===== src/design/scs_pkg.sv =====
// Shared constants for the card session controller
package scs_pkg;
  // Clock and rate
  localparam int unsigned MCLK_HZ = 25000000;
  localparam int unsigned ETU_DIV_DEF = 372;
  localparam logic [15:0] ETU_DIV_RESET = 16'h0174;
  localparam int unsigned GUARD_ETU = 2;
  // Answer to reset
  localparam int unsigned ATR_MAX_CHARS = 33;
  localparam logic [7:0] TS_DIRECT = 8'h3B;
  localparam logic [7:0] TS_INVERSE = 8'h3F;
  localparam logic [7:0] TA1_DEFAULT = 8'h11;
  localparam logic [7:0] TB1_NO_VPP = 8'h00;
  // Normal completion status words
  localparam logic [7:0] SW1_OK = 8'h90;
  localparam logic [7:0] SW2_OK = 8'h00;
  // Characteristics byte 1, clock-stop and frequency bits
  localparam int unsigned CHR_FAST_BIT = 1;
  localparam int unsigned CHR_STOP_BIT = 0;
  // Register offsets of the plain software port
  localparam logic [3:0] REG_CTRL = 4'h0;
  localparam logic [3:0] REG_STAT = 4'h1;
  localparam logic [3:0] REG_CHAR = 4'h2;
  localparam logic [3:0] REG_HIST = 4'h3;
  localparam logic [3:0] REG_DIV = 4'h4;
  localparam logic [3:0] REG_HWR = 4'h5;
  localparam logic [3:0] REG_HRD = 4'h6;
  typedef enum logic [1:0] {SCS_OFF, SCS_ATR, SCS_IDLE, SCS_OPER} scs_state_t;
endpackage


===== src/design/scs_card.sv =====
// Card-side session controller: states, ATR sender, character rate, SLEEP reply
// How it works
// - Runs purely from the supplied card clock, no internal timing source.
// - Characteristics byte 1 bit 2 set when fast clock is needed.
// - Operating while executing a command, idle otherwise, data retained.
// - SLEEP from an old equipment gets normal completion status words.
// - Answer to reset runs at clock divided by 372.
// - Rate stays at clock/372 until a negotiation succeeds.
// - Session starts with an answer to reset of at most 33 characters.
// - TS goes first and sets the bit convention of later characters.
// - T0 always follows TS, announcing interface and historical characters.
//
// Added by the designer: the address map and the strobed register port.
`timescale 1ns/1ps
module scs_card
  import scs_pkg::*;
#(
  parameter int unsigned ATR_DEPTH = ATR_MAX_CHARS
) (
  // Clock and reset
  input wire logic mclk_i,
  input wire logic rst_i,
  // Card clock and reset from the equipment, synchronous samples
  input wire logic card_clk_i,
  input wire logic card_rst_n_i,
  // Serial line, open drain
  input wire logic io_i,
  output logic io_o,
  output logic io_oe_o,
  // Software register port
  input wire logic [3:0] addr_i,
  input wire logic [15:0] wdata_i,
  input wire logic wr_i,
  input wire logic rd_i,
  output logic [15:0] rdata_o,
  // Session status
  output logic operating_o,
  output logic clk_stop_ok_o
);
  initial begin
    if (ATR_DEPTH > ATR_MAX_CHARS || ATR_DEPTH < 2) $error("scs_card: bad ATR_DEPTH");
  end

  // Register and session state
  scs_state_t st_q, st_d;
  logic [7:0] char_q, char_d;
  logic [5:0] atr_len_q, atr_len_d;
  logic [5:0] atr_idx_q, atr_idx_d;
  logic inverse_q, inverse_d;
  logic [15:0] div_q, div_d;
  logic busy_q, busy_d;
  logic sleep_q, sleep_d;
  logic [7:0] hrd_q, hrd_d;
  logic hrd_new_q, hrd_new_d;
  logic [15:0] rdata_q, rdata_d;
  // Transmit character engine
  logic [15:0] etu_cnt_q, etu_cnt_d;
  logic [3:0] bit_q, bit_d;
  logic [9:0] sh_q, sh_d;
  logic tx_act_q, tx_act_d;
  logic [7:0] tx_fifo_q, tx_fifo_d;
  logic tx_pend_q, tx_pend_d;
  logic [1:0] sw_cnt_q, sw_cnt_d;
  logic clk_q, rise;
  logic [7:0] rom_rdata;
  logic rom_we;
  logic [7:0] tx_byte;

  assign rise = card_clk_i & ~clk_q;
  assign rom_we = wr_i && addr_i == REG_HIST && st_q == SCS_OFF;

  scs_atr_rom #(.DEPTH(ATR_DEPTH)) u_rom (
    .mclk_i(mclk_i),
    .we_i(rom_we),
    .waddr_i(wdata_i[13:8]),
    .wdata_i(wdata_i[7:0]),
    .raddr_i(atr_idx_q),
    .rdata_o(rom_rdata)
  );

  // Inverse convention complements and reverses data bits
  function automatic logic [7:0] code_byte(input logic [7:0] b, input logic inv);
    logic [7:0] r;
    r = b;
    if (inv) begin
      for (int i = 0; i < 8; i++) begin
        r[i] = ~b[7 - i];
      end
    end
    return r;
  endfunction

  always_comb begin
    st_d = st_q;
    char_d = char_q;
    atr_len_d = atr_len_q;
    atr_idx_d = atr_idx_q;
    inverse_d = inverse_q;
    div_d = div_q;
    busy_d = busy_q;
    sleep_d = sleep_q;
    hrd_d = hrd_q;
    hrd_new_d = hrd_new_q;
    rdata_d = 16'h0000;
    etu_cnt_d = etu_cnt_q;
    bit_d = bit_q;
    sh_d = sh_q;
    tx_act_d = tx_act_q;
    tx_fifo_d = tx_fifo_q;
    tx_pend_d = tx_pend_q;
    sw_cnt_d = sw_cnt_q;
    tx_byte = 8'h00;
    // Software writes
    if (wr_i) begin
      unique case (addr_i)
        REG_CTRL: begin
          busy_d = wdata_i[0];
          sleep_d = wdata_i[1];
        end
        // Fast clock and stop permission bits
        REG_CHAR: char_d = wdata_i[7:0];
        // Length kept from two up to the store depth
        REG_HIST: atr_len_d = (st_q != SCS_OFF || wdata_i[13:8] - 6'h01 >= 6'(ATR_DEPTH - 1))
          ? atr_len_q : wdata_i[13:8] + 6'h01;
        // Rate changes only once software reports a negotiation
        REG_DIV: div_d = (st_q == SCS_IDLE && wdata_i != 16'h0000) ? wdata_i : div_q;
        REG_HWR: begin
          if (!tx_pend_q) begin
            tx_fifo_d = wdata_i[7:0];
            tx_pend_d = 1'b1;
          end
        end
        default: ;
      endcase
    end
    if (rd_i) begin
      unique case (addr_i)
        REG_CTRL: rdata_d = {14'h0000, sleep_q, busy_q};
        REG_STAT: rdata_d = {9'h000, tx_pend_q, hrd_new_q, inverse_q, tx_act_q, clk_stop_ok_o,
                             st_q};
        REG_CHAR: rdata_d = {8'h00, char_q};
        REG_DIV: rdata_d = div_q;
        REG_HRD: rdata_d = {8'h00, hrd_q};
        default: rdata_d = 16'h0000;
      endcase
      hrd_new_d = hrd_new_q && addr_i != REG_HRD;
    end
    // Bit timing counted in card clock rising edges
    if (tx_act_q && rise) begin
      if (etu_cnt_q == div_q - 16'h0001) begin
        etu_cnt_d = 16'h0000;
        if (bit_q == 4'd11) begin
          tx_act_d = 1'b0;
        end else begin
          bit_d = bit_q + 4'd1;
          if (bit_q < 4'd9) begin
            sh_d = {1'b1, sh_q[9:1]};
          end
        end
      end else begin
        etu_cnt_d = etu_cnt_q + 16'h0001;
      end
    end
    // Session state machine
    unique case (st_q)
      SCS_OFF: begin
        if (card_rst_n_i) begin
          st_d = SCS_ATR;
          atr_idx_d = 6'h00;
        end
      end
      SCS_ATR: begin
        // Send stored characters, TS then T0 first
        if (!tx_act_q && !tx_act_d) begin
          if (atr_idx_q >= atr_len_q) begin
            st_d = SCS_IDLE;
          end else if (rise) begin
            tx_byte = rom_rdata;
            // TS sent raw and latched as the convention
            if (atr_idx_q == 6'h00) begin
              inverse_d = (rom_rdata == TS_INVERSE);
            end else begin
              tx_byte = code_byte(rom_rdata, inverse_q);
            end
            sh_d = {^tx_byte, tx_byte, 1'b0};
            tx_act_d = 1'b1;
            bit_d = 4'd0;
            etu_cnt_d = 16'h0000;
            atr_idx_d = atr_idx_q + 6'h01;
          end
        end
      end
      SCS_IDLE: begin
        // Any command activity moves to operating
        if (busy_q || sleep_q || tx_pend_q || !io_i) begin
          st_d = SCS_OPER;
        end
      end
      SCS_OPER: begin
        // SLEEP answered with normal completion words
        if (sleep_q && !tx_act_q && sw_cnt_q < 2'd2 && rise) begin
          tx_byte = code_byte(sw_cnt_q == 2'd0 ? SW1_OK : SW2_OK, inverse_q);
          sh_d = {^tx_byte, tx_byte, 1'b0};
          tx_act_d = 1'b1;
          bit_d = 4'd0;
          etu_cnt_d = 16'h0000;
          sw_cnt_d = sw_cnt_q + 2'd1;
        end else if (sleep_q && sw_cnt_q == 2'd2 && !tx_act_q) begin
          sleep_d = wr_i && addr_i == REG_CTRL && wdata_i[1];
          sw_cnt_d = 2'd0;
        end else if (tx_pend_q && !tx_act_q && rise) begin
          tx_byte = code_byte(tx_fifo_q, inverse_q);
          sh_d = {^tx_byte, tx_byte, 1'b0};
          tx_act_d = 1'b1;
          bit_d = 4'd0;
          etu_cnt_d = 16'h0000;
          tx_pend_d = 1'b0;
        end else if (!busy_q && !sleep_q && !tx_pend_q && !tx_act_q) begin
          st_d = SCS_IDLE;
        end
      end
    endcase
    // Last received byte from software mailbox sets flag; set beats clear
    if (wr_i && addr_i == REG_HWR) begin
      hrd_d = wdata_i[15:8];
      hrd_new_d = 1'b1;
    end
    // Card reset restores the answer-to-reset rate and restarts the string
    if (!card_rst_n_i) begin
      st_d = SCS_OFF;
      atr_idx_d = 6'h00;
      div_d = ETU_DIV_RESET;
      tx_act_d = 1'b0;
      tx_pend_d = 1'b0;
      sleep_d = 1'b0;
      sw_cnt_d = 2'd0;
    end
  end

  always_ff @(posedge mclk_i or posedge rst_i) begin
    if (rst_i) begin
      st_q <= SCS_OFF;
      char_q <= 8'h00;
      atr_len_q <= 6'h02;
      atr_idx_q <= 6'h00;
      inverse_q <= 1'b0;
      div_q <= ETU_DIV_RESET;
      busy_q <= 1'b0;
      sleep_q <= 1'b0;
      hrd_q <= 8'h00;
      hrd_new_q <= 1'b0;
      rdata_q <= 16'h0000;
      etu_cnt_q <= 16'h0000;
      bit_q <= 4'd0;
      sh_q <= 10'h3FF;
      tx_act_q <= 1'b0;
      tx_fifo_q <= 8'h00;
      tx_pend_q <= 1'b0;
      sw_cnt_q <= 2'd0;
      clk_q <= 1'b0;
    end else begin
      st_q <= st_d;
      char_q <= char_d;
      atr_len_q <= atr_len_d;
      atr_idx_q <= atr_idx_d;
      inverse_q <= inverse_d;
      div_q <= div_d;
      busy_q <= busy_d;
      sleep_q <= sleep_d;
      hrd_q <= hrd_d;
      hrd_new_q <= hrd_new_d;
      rdata_q <= rdata_d;
      etu_cnt_q <= etu_cnt_d;
      bit_q <= bit_d;
      sh_q <= sh_d;
      tx_act_q <= tx_act_d;
      tx_fifo_q <= tx_fifo_d;
      tx_pend_q <= tx_pend_d;
      sw_cnt_q <= sw_cnt_d;
      clk_q <= card_clk_i;
    end
  end

  // Open drain: drive only a low, guard bits release the line
  assign io_o = 1'b0;
  assign io_oe_o = tx_act_q && bit_q < 4'd10 && !sh_q[0];
  assign rdata_o = rdata_q;
  assign operating_o = (st_q == SCS_OPER);
  // Clock stop allowed only when idle and permitted
  assign clk_stop_ok_o = (st_q == SCS_IDLE) && char_q[CHR_STOP_BIT];
endmodule


===== src/design/scs_atr_rom.sv =====
// Small memory holding the answer-to-reset character string
`timescale 1ns/1ps
module scs_atr_rom
  import scs_pkg::*;
#(
  parameter int unsigned DEPTH = ATR_MAX_CHARS
) (
  // Clock
  input wire logic mclk_i,
  // Write port
  input wire logic we_i,
  input wire logic [5:0] waddr_i,
  input wire logic [7:0] wdata_i,
  // Read port
  input wire logic [5:0] raddr_i,
  output logic [7:0] rdata_o
);
  initial begin
    if (DEPTH > 63 || DEPTH < 2) $error("scs_atr_rom: DEPTH out of range");
  end
  logic [7:0] mem_q [DEPTH];
  logic [7:0] rdata_q;
  always_ff @(posedge mclk_i) begin
    if (we_i && waddr_i < 6'(DEPTH)) begin
      mem_q[waddr_i] <= wdata_i;
    end
    rdata_q <= (raddr_i < 6'(DEPTH)) ? mem_q[raddr_i] : 8'h00;
  end
  assign rdata_o = rdata_q;
endmodule


===== config.mk =====
export PLATFORM = sky130hd
export DESIGN_NAME = scs_card
export DESIGN_NICKNAME = d
export VERILOG_FILES = /design/src/design/scs_pkg.sv /design/src/design/scs_card.sv /design/src/design/scs_atr_rom.sv
export SDC_FILE = /design/constraint.sdc
export NUM_CORES = 1
export LEC_CHECK = 0
export ABC_AREA = 1
export BUFFER_PORTS_ARGS = -buffer_cell sky130_fd_sc_hd__buf_2
export CAP_MARGIN = 30
export CORE_ASPECT_RATIO = 1.25
export CORE_UTILIZATION = 65
export CTS_CLUSTER_SIZE = 8
export DETAILED_ROUTE_END_ITERATION = 10
export PLACE_DENSITY = 0.8
export SLEW_MARGIN = 20
export SYNTH_ARGS = -nofsm -noshare
export SYNTH_HDL_FRONTEND = slang
export SYNTH_SLANG_ARGS = --single-unit

===== constraint.sdc =====
create_clock -name mclk_i -period 5.1 [get_ports mclk_i]
set_input_delay 0.765 -clock mclk_i [delete_from_list [all_inputs] [get_ports mclk_i]]
set_output_delay 0.765 -clock mclk_i [all_outputs]
set_load 0.03 [all_outputs]

# Word-level counts from Yosys, hierarchy flattened
# Memory sizes are Yosys's and may differ from the RTL's. A register that Yosys moved wholly into a read port is not among the register bits.
# Index checks and enable logic that the tools add are counted.
# totals
register_bits	109
ramBits	264
output_inout_bits	20
memories	1
# mem_list
memory	words	word_bits	rd	rd_ports_with_merged_regs	wr	line_no	source
u_rom.mem_q	33	8	1	1	1	scs_atr_rom.sv:21	logic [7:0] mem_q [DEPTH];
# op_classes
n_addsub	7
order_cmp	7
eq_ne	29
mux	97
bitwise	29
n_reduce_logical	54
# ops
cell	n
16-bit 2-to-1 mux	13
8-bit 2-to-1 mux	15
10-bit 2-to-1 mux	10
16-bit one-hot mux with 5 select lines	1
4-bit 2-to-1 mux	9
16-bit one-hot mux with 2 select lines	1
1-bit NOT	28
1-bit 2-to-1 mux	27
2-bit 2-to-1 mux	12
6-bit 2-to-1 mux	4
8-bit XOR reduction	3
1-bit logical AND	23
3-bit != test (second input constant)	7
10-bit one-hot mux with 2 select lines	1
16-bit by 1-bit adder with 16-bit output (second input constant)	1
16-bit equality test	1
16-bit nonzero test	1
16-bit by 1-bit subtractor with 16-bit output (second input constant)	1
6-bit by 1-bit adder with 6-bit output (second input constant)	2
4-bit by 3-bit equality test with 1-bit output (second input constant)	3
6-bit less-than comparator (second input constant)	2
6-bit one-hot mux with 2 select lines	1
3-bit AND reduction	3
4-bit by 2-bit equality test with 1-bit output (second input constant)	2
other kinds (30)	52

# Depth between registers and ports, before layout
# logic_depth
word_depth	13
depth_mapped	18
mapped_depth_nobuf	18

# By module
# From an unflattened synthesis, not the netlist that was laid out.
# unflattened
cells_unflattened	1922
hier_area_um2	17958.5
# by_module_without_submodules
mod	instances	cells_each	area_per_inst_um2
scs_atr_rom	1	994	11194.5
scs_card	1	928	6764.0

# Worst setup path after synthesis
# No wires, ideal clock.
# synth_timing
path_kind	input port to flip-flop
startpoint	input port addr_i[3]
endpoint	memory u_rom.mem_q[18][0], enable pin
setup_ns	0.370
t_arrival_ns	2.234
setup_slack_ns	2.496
cell_stages	7
path_buffers	0
cell_sequence	nor2_1 nand4_1 nor3_1 nand2_1 nor2_1 nand3_1 nor2_1
# synth_between
elab_chain_cells	6
# synth_lines
element	line_no	source
from (decl)	scs_card.sv:31	input wire logic [3:0] addr_i,
4-bit by 2-bit equality test with 1-bit output	scs_card.sv:70	assign rom_we = wr_i && addr_i == REG_HIST && st_q == SCS_OFF;
1-bit logical AND (2 in a row)	scs_card.sv:70	
1-bit logical AND	scs_atr_rom.sv:24	if (we_i && waddr_i < 6'(DEPTH)) begin
1-bit 2-to-1 mux	scs_atr_rom.sv:24	
1-bit 2-to-1 mux (not written as such)	scs_atr_rom.sv:25	mem_q[waddr_i] <= wdata_i;
to (decl)	scs_atr_rom.sv:21	
# Every way passes these cells.

# Worst setup path after layout
# layout_timing
startpoint	input port addr_i[3]
endpoint	memory u_rom.mem_q[20][4], enable pin
# The elaborated chain is that of the path after synthesis.

==> flow_summary.ini <==
[pwr]
power_density_mw_per_mm2 = 442
comb_power_share = 0.206
ir_worst_vdd_uv = 405
pwr-share-clk = 0.364
internal_power_mw = 5.93
seqPwrFrac = 0.430
switching_share = 0.309
switchingPower_mw = 2.65
p_leak_nw = 7.66

[synth]
synth.distinct_cells = 55
synth_cells = 1757
synth_top_area_frac = 0.455
synth_nets = 1800
yosys.area_share.simple = 0.181
synth_top_area_cell = edfxtp_1
yosysWarningCount = 0
synth_top_family_by_area = simple AND/OR/NAND/NOR gates
syn_area_sq_mm = 0.0174
synth-xor-area-share = 0.0191
synthMuxAreaShare = 0
synthTopCellsByArea = edfxtp_1 (45%), dfrtp_1 (13%), nand2_1 (6.7%)
synth_seq_cells = 381
synth.avg_cell_area_sq_um = 9.92
synth-compound-area-share = 0.119
ys_seq_area_frac = 0.622
synth_fa_ha_area_frac = 0.0115

[detailed_routing]
first_pass_iters = 8
via_per_inst = 6.28
wl_per_cell_um = 21.3
vias = 13559
drc = 0
drtIter0Drc = 1458
wl_mm = 46.0
ant_nets = 0

[place]
dpl.hpwl_mm = 30.5
gp_congestion = 0.969
place.port_buffers = 45
dp_slack_ns = 1.57

[sta]
fin_crit_ns = 3.17
setup_viol = 0
hold_violations = 0
fin_crit_sh = 0.621
rsz0062_at_grt = false
max_freq_mhz = 316
finClkSkew_ns = 0.0251
fin_setup_tns_ns = 0
drv_slew = 0
slew_headroom = 0.429
fin_ws_ns = 1.93
tightestPinTransition_ns = 0.853

[final_layout]
antenna_cells = 0
drive_gt1_frac = 0.0951
syn_to_final_growth_pct = 11.3
multi_input_comb_area_sq_mm = 0.00577
nets = 1842
nFillCells = 1772
seq_area_sq_mm = 0.0108

[floorplanning]
floorplan.rows = 66
start_util = 0.666
die_w_um = 148
ioPinCount = 47
design.core.area_sq_mm = 0.0262
fp.dieArea_sq_mm = 0.0275
die_h_um = 185

[job]
drv_cap = 0

[critical_path]
cp-end-kind = register
crit_fanout = 8
critPathLaunchType = input port
slowest_stage = nor2_1
crit_chain = buf_2 > nor2_1 > nand4_1 > nor3_1 > nand2_1 > nor2_1 > nand3_1 > nor2_1
cp.required_ns = 5.29
crit_path_frequent_cell = nor2_1
critPathKind = input port to register
max_stage_delay_ns = 0.67
arrival_ns = 3.36

[clocking]
clockBufferDepth = 3
cts_resized = 0
clkTransAtPathRegs_ns = 0.05
cts_sinks = 381
post_cts_buffers = 0
clkLatencyLatePin_ns = 0.58
cts_buffers = 53
cts_tree = built
ctsHoldBuffers = 0
cts-root-buf = clkbuf_16
h-tree-depth = 2

[global_routing]
track_usage = 0.343
grt_overflow = 0
antenna_found_initial = 0
first_global_vias = 12976
grt_pass1_wl_mm = 70.2
grt_max_degree = 85

[hold_path]
hold_path.class = input port to asynchronous set/reset pin

[outcome]
outcome = finished clean
[synthesized netlist by cell type, drive strengths merged]
cell type  instances
a22oi              4
a211oi             6
o311ai             6
nand3             86
nand4             18
buf               15
o21ai            215
nor4               1
nor3              25
a311oi             1
o221ai            12
a21o               1
xnor2             19
o31a               1
o32ai              1
o31ai              7
conb               1
a21oi             53
inv              138
and2               3
dfstp             16
or2                2
a41oi              2
o41ai              1
o211ai             6
nor3b              5
dfxtp              8
a31oi              2
ha                16
nand3b             6
clkbuf            60
xor2              19
nor2             273
and3               1
o21a               3
clkinv             2
o22ai             45
dfrtp             93
edfxtp           264
a221oi             3
nand2            317
[critical path: cells and delay by family]
family	cells	cell delay, ns
and+or+nand+nor	7	2.49
buffers and inverters	1	0.10
[flip-flops by register name, summed over array words and instances (netlist names), 2 cells and up]
name,count
st_q,2
atr_len_q,6
bit_q,4
sh_q,10
char_q,8
hrd_q,8
u_rom.mem_q,264
sw_cnt_q,2
rdata_o,16
etu_cnt_q,16
atr_idx_q,6
u_rom.rdata_o,8
div_q,16
tx_fifo_q,8
[stage by stage]
step | hold slack [ns] | total power [mW] | std cells | utilization | area, sq um
5_1_grt | 0.338 | 8.94 | 2160 | 0.741 | 19400
4_1_cts | 0.342 | 8.55 | 2159 | 0.740 | 19400
3_3_place_gp | 0.431 | 5.41 | 2083 | 0.685 | 17900
3_5_place_dp | 0.429 | 5.46 | 2083 | 0.685 | 17900
2_1_floorplan | 0.419 | 4.96 | 1757 | - | 17400
6_report | 0.342 | 8.58 | 2160 | 0.741 | 19400
[cell type report]
cell class              instances  area share
repair buffers                 62      0.0192
inverters                     140      0.0273
flip-flops and latches        381       0.559
clock buffers                  72      0.0721
clock inverters                 4     0.00323
multi-input cells            1161       0.297
well taps                     340      0.0219
[power by group through the flow]
stage	registers (mW)	clock network, mW	logic [mW]
floorplan	3.63	0	1.33
global placement	3.73	0	1.68
detailed placement	3.74	0	1.72
CTS	3.69	3.13	1.73
global route	3.71	3.28	1.96
finish	3.69	3.12	1.77
[cells in the final DEF, fill, tap and decap left out, drive strengths merged, types with 2 or more instances in the layout]
cell type / n
a221oi: 3
xnor2: 19
o21a: 3
a41oi: 2
a211oi: 6
buf: 62
o211ai: 6
a22oi: 4
clkinv: 5
nor2: 273
o21ai: 215
dfstp: 16
inv: 139
o22ai: 45
a21oi: 53
o31ai: 7
dfxtp: 8
and2: 3
nor3b: 5
or2: 2
nand3: 86
nand3b: 6
a31oi: 2
xor2: 19
nand2: 317
o311ai: 6
nor3: 25
o221ai: 12
edfxtp: 264
ha: 16
dfrtp: 93
clkbuf: 72
nand4: 18
[logic make-up (layout without fill, tap and decap cells)]
logic type | count (synthesis) | after routing
adders and majority gates | 16 | 16
DFF | 381 | 381
and+or+nand+nor | 737 | 737
other | 1 | 1
AOI/OAI and AO/OA | 369 | 369
xor gates and xnor gates | 38 | 38
buffers and inverters | 215 | 278
[worst paths after layout]
kind | cells after the start | to | slack [ns] | from
max in group asynchronous | 3 | char_q[0] | 3.61 | rst_i
hold / removal | 2 | sw_cnt_q[0] | 0.34 | rst_i
hold reg to reg | 2 | u_rom.rdata_o[1] | 0.44 | u_rom.mem_q[32][1]
setup / recovery | 8 | u_rom.mem_q[20][4] | 1.93 | addr_i[3]
setup reg to reg | 8 | etu_cnt_q[7] | 1.98 | atr_idx_q[0]
min in group mclk_i | 1 | clk_q | 0.35 | card_clk_i
[metal layers]
layer  global-route usage  up-vias  routed length (um)
met5                    0        -                   0
met4                0.179        0                2500
met3               0.0601      181                4390
met2                0.593      869               22900
met1                0.408     6377               16200
li1                     -     6132                   -
Power figures use the tool's default switching activity.
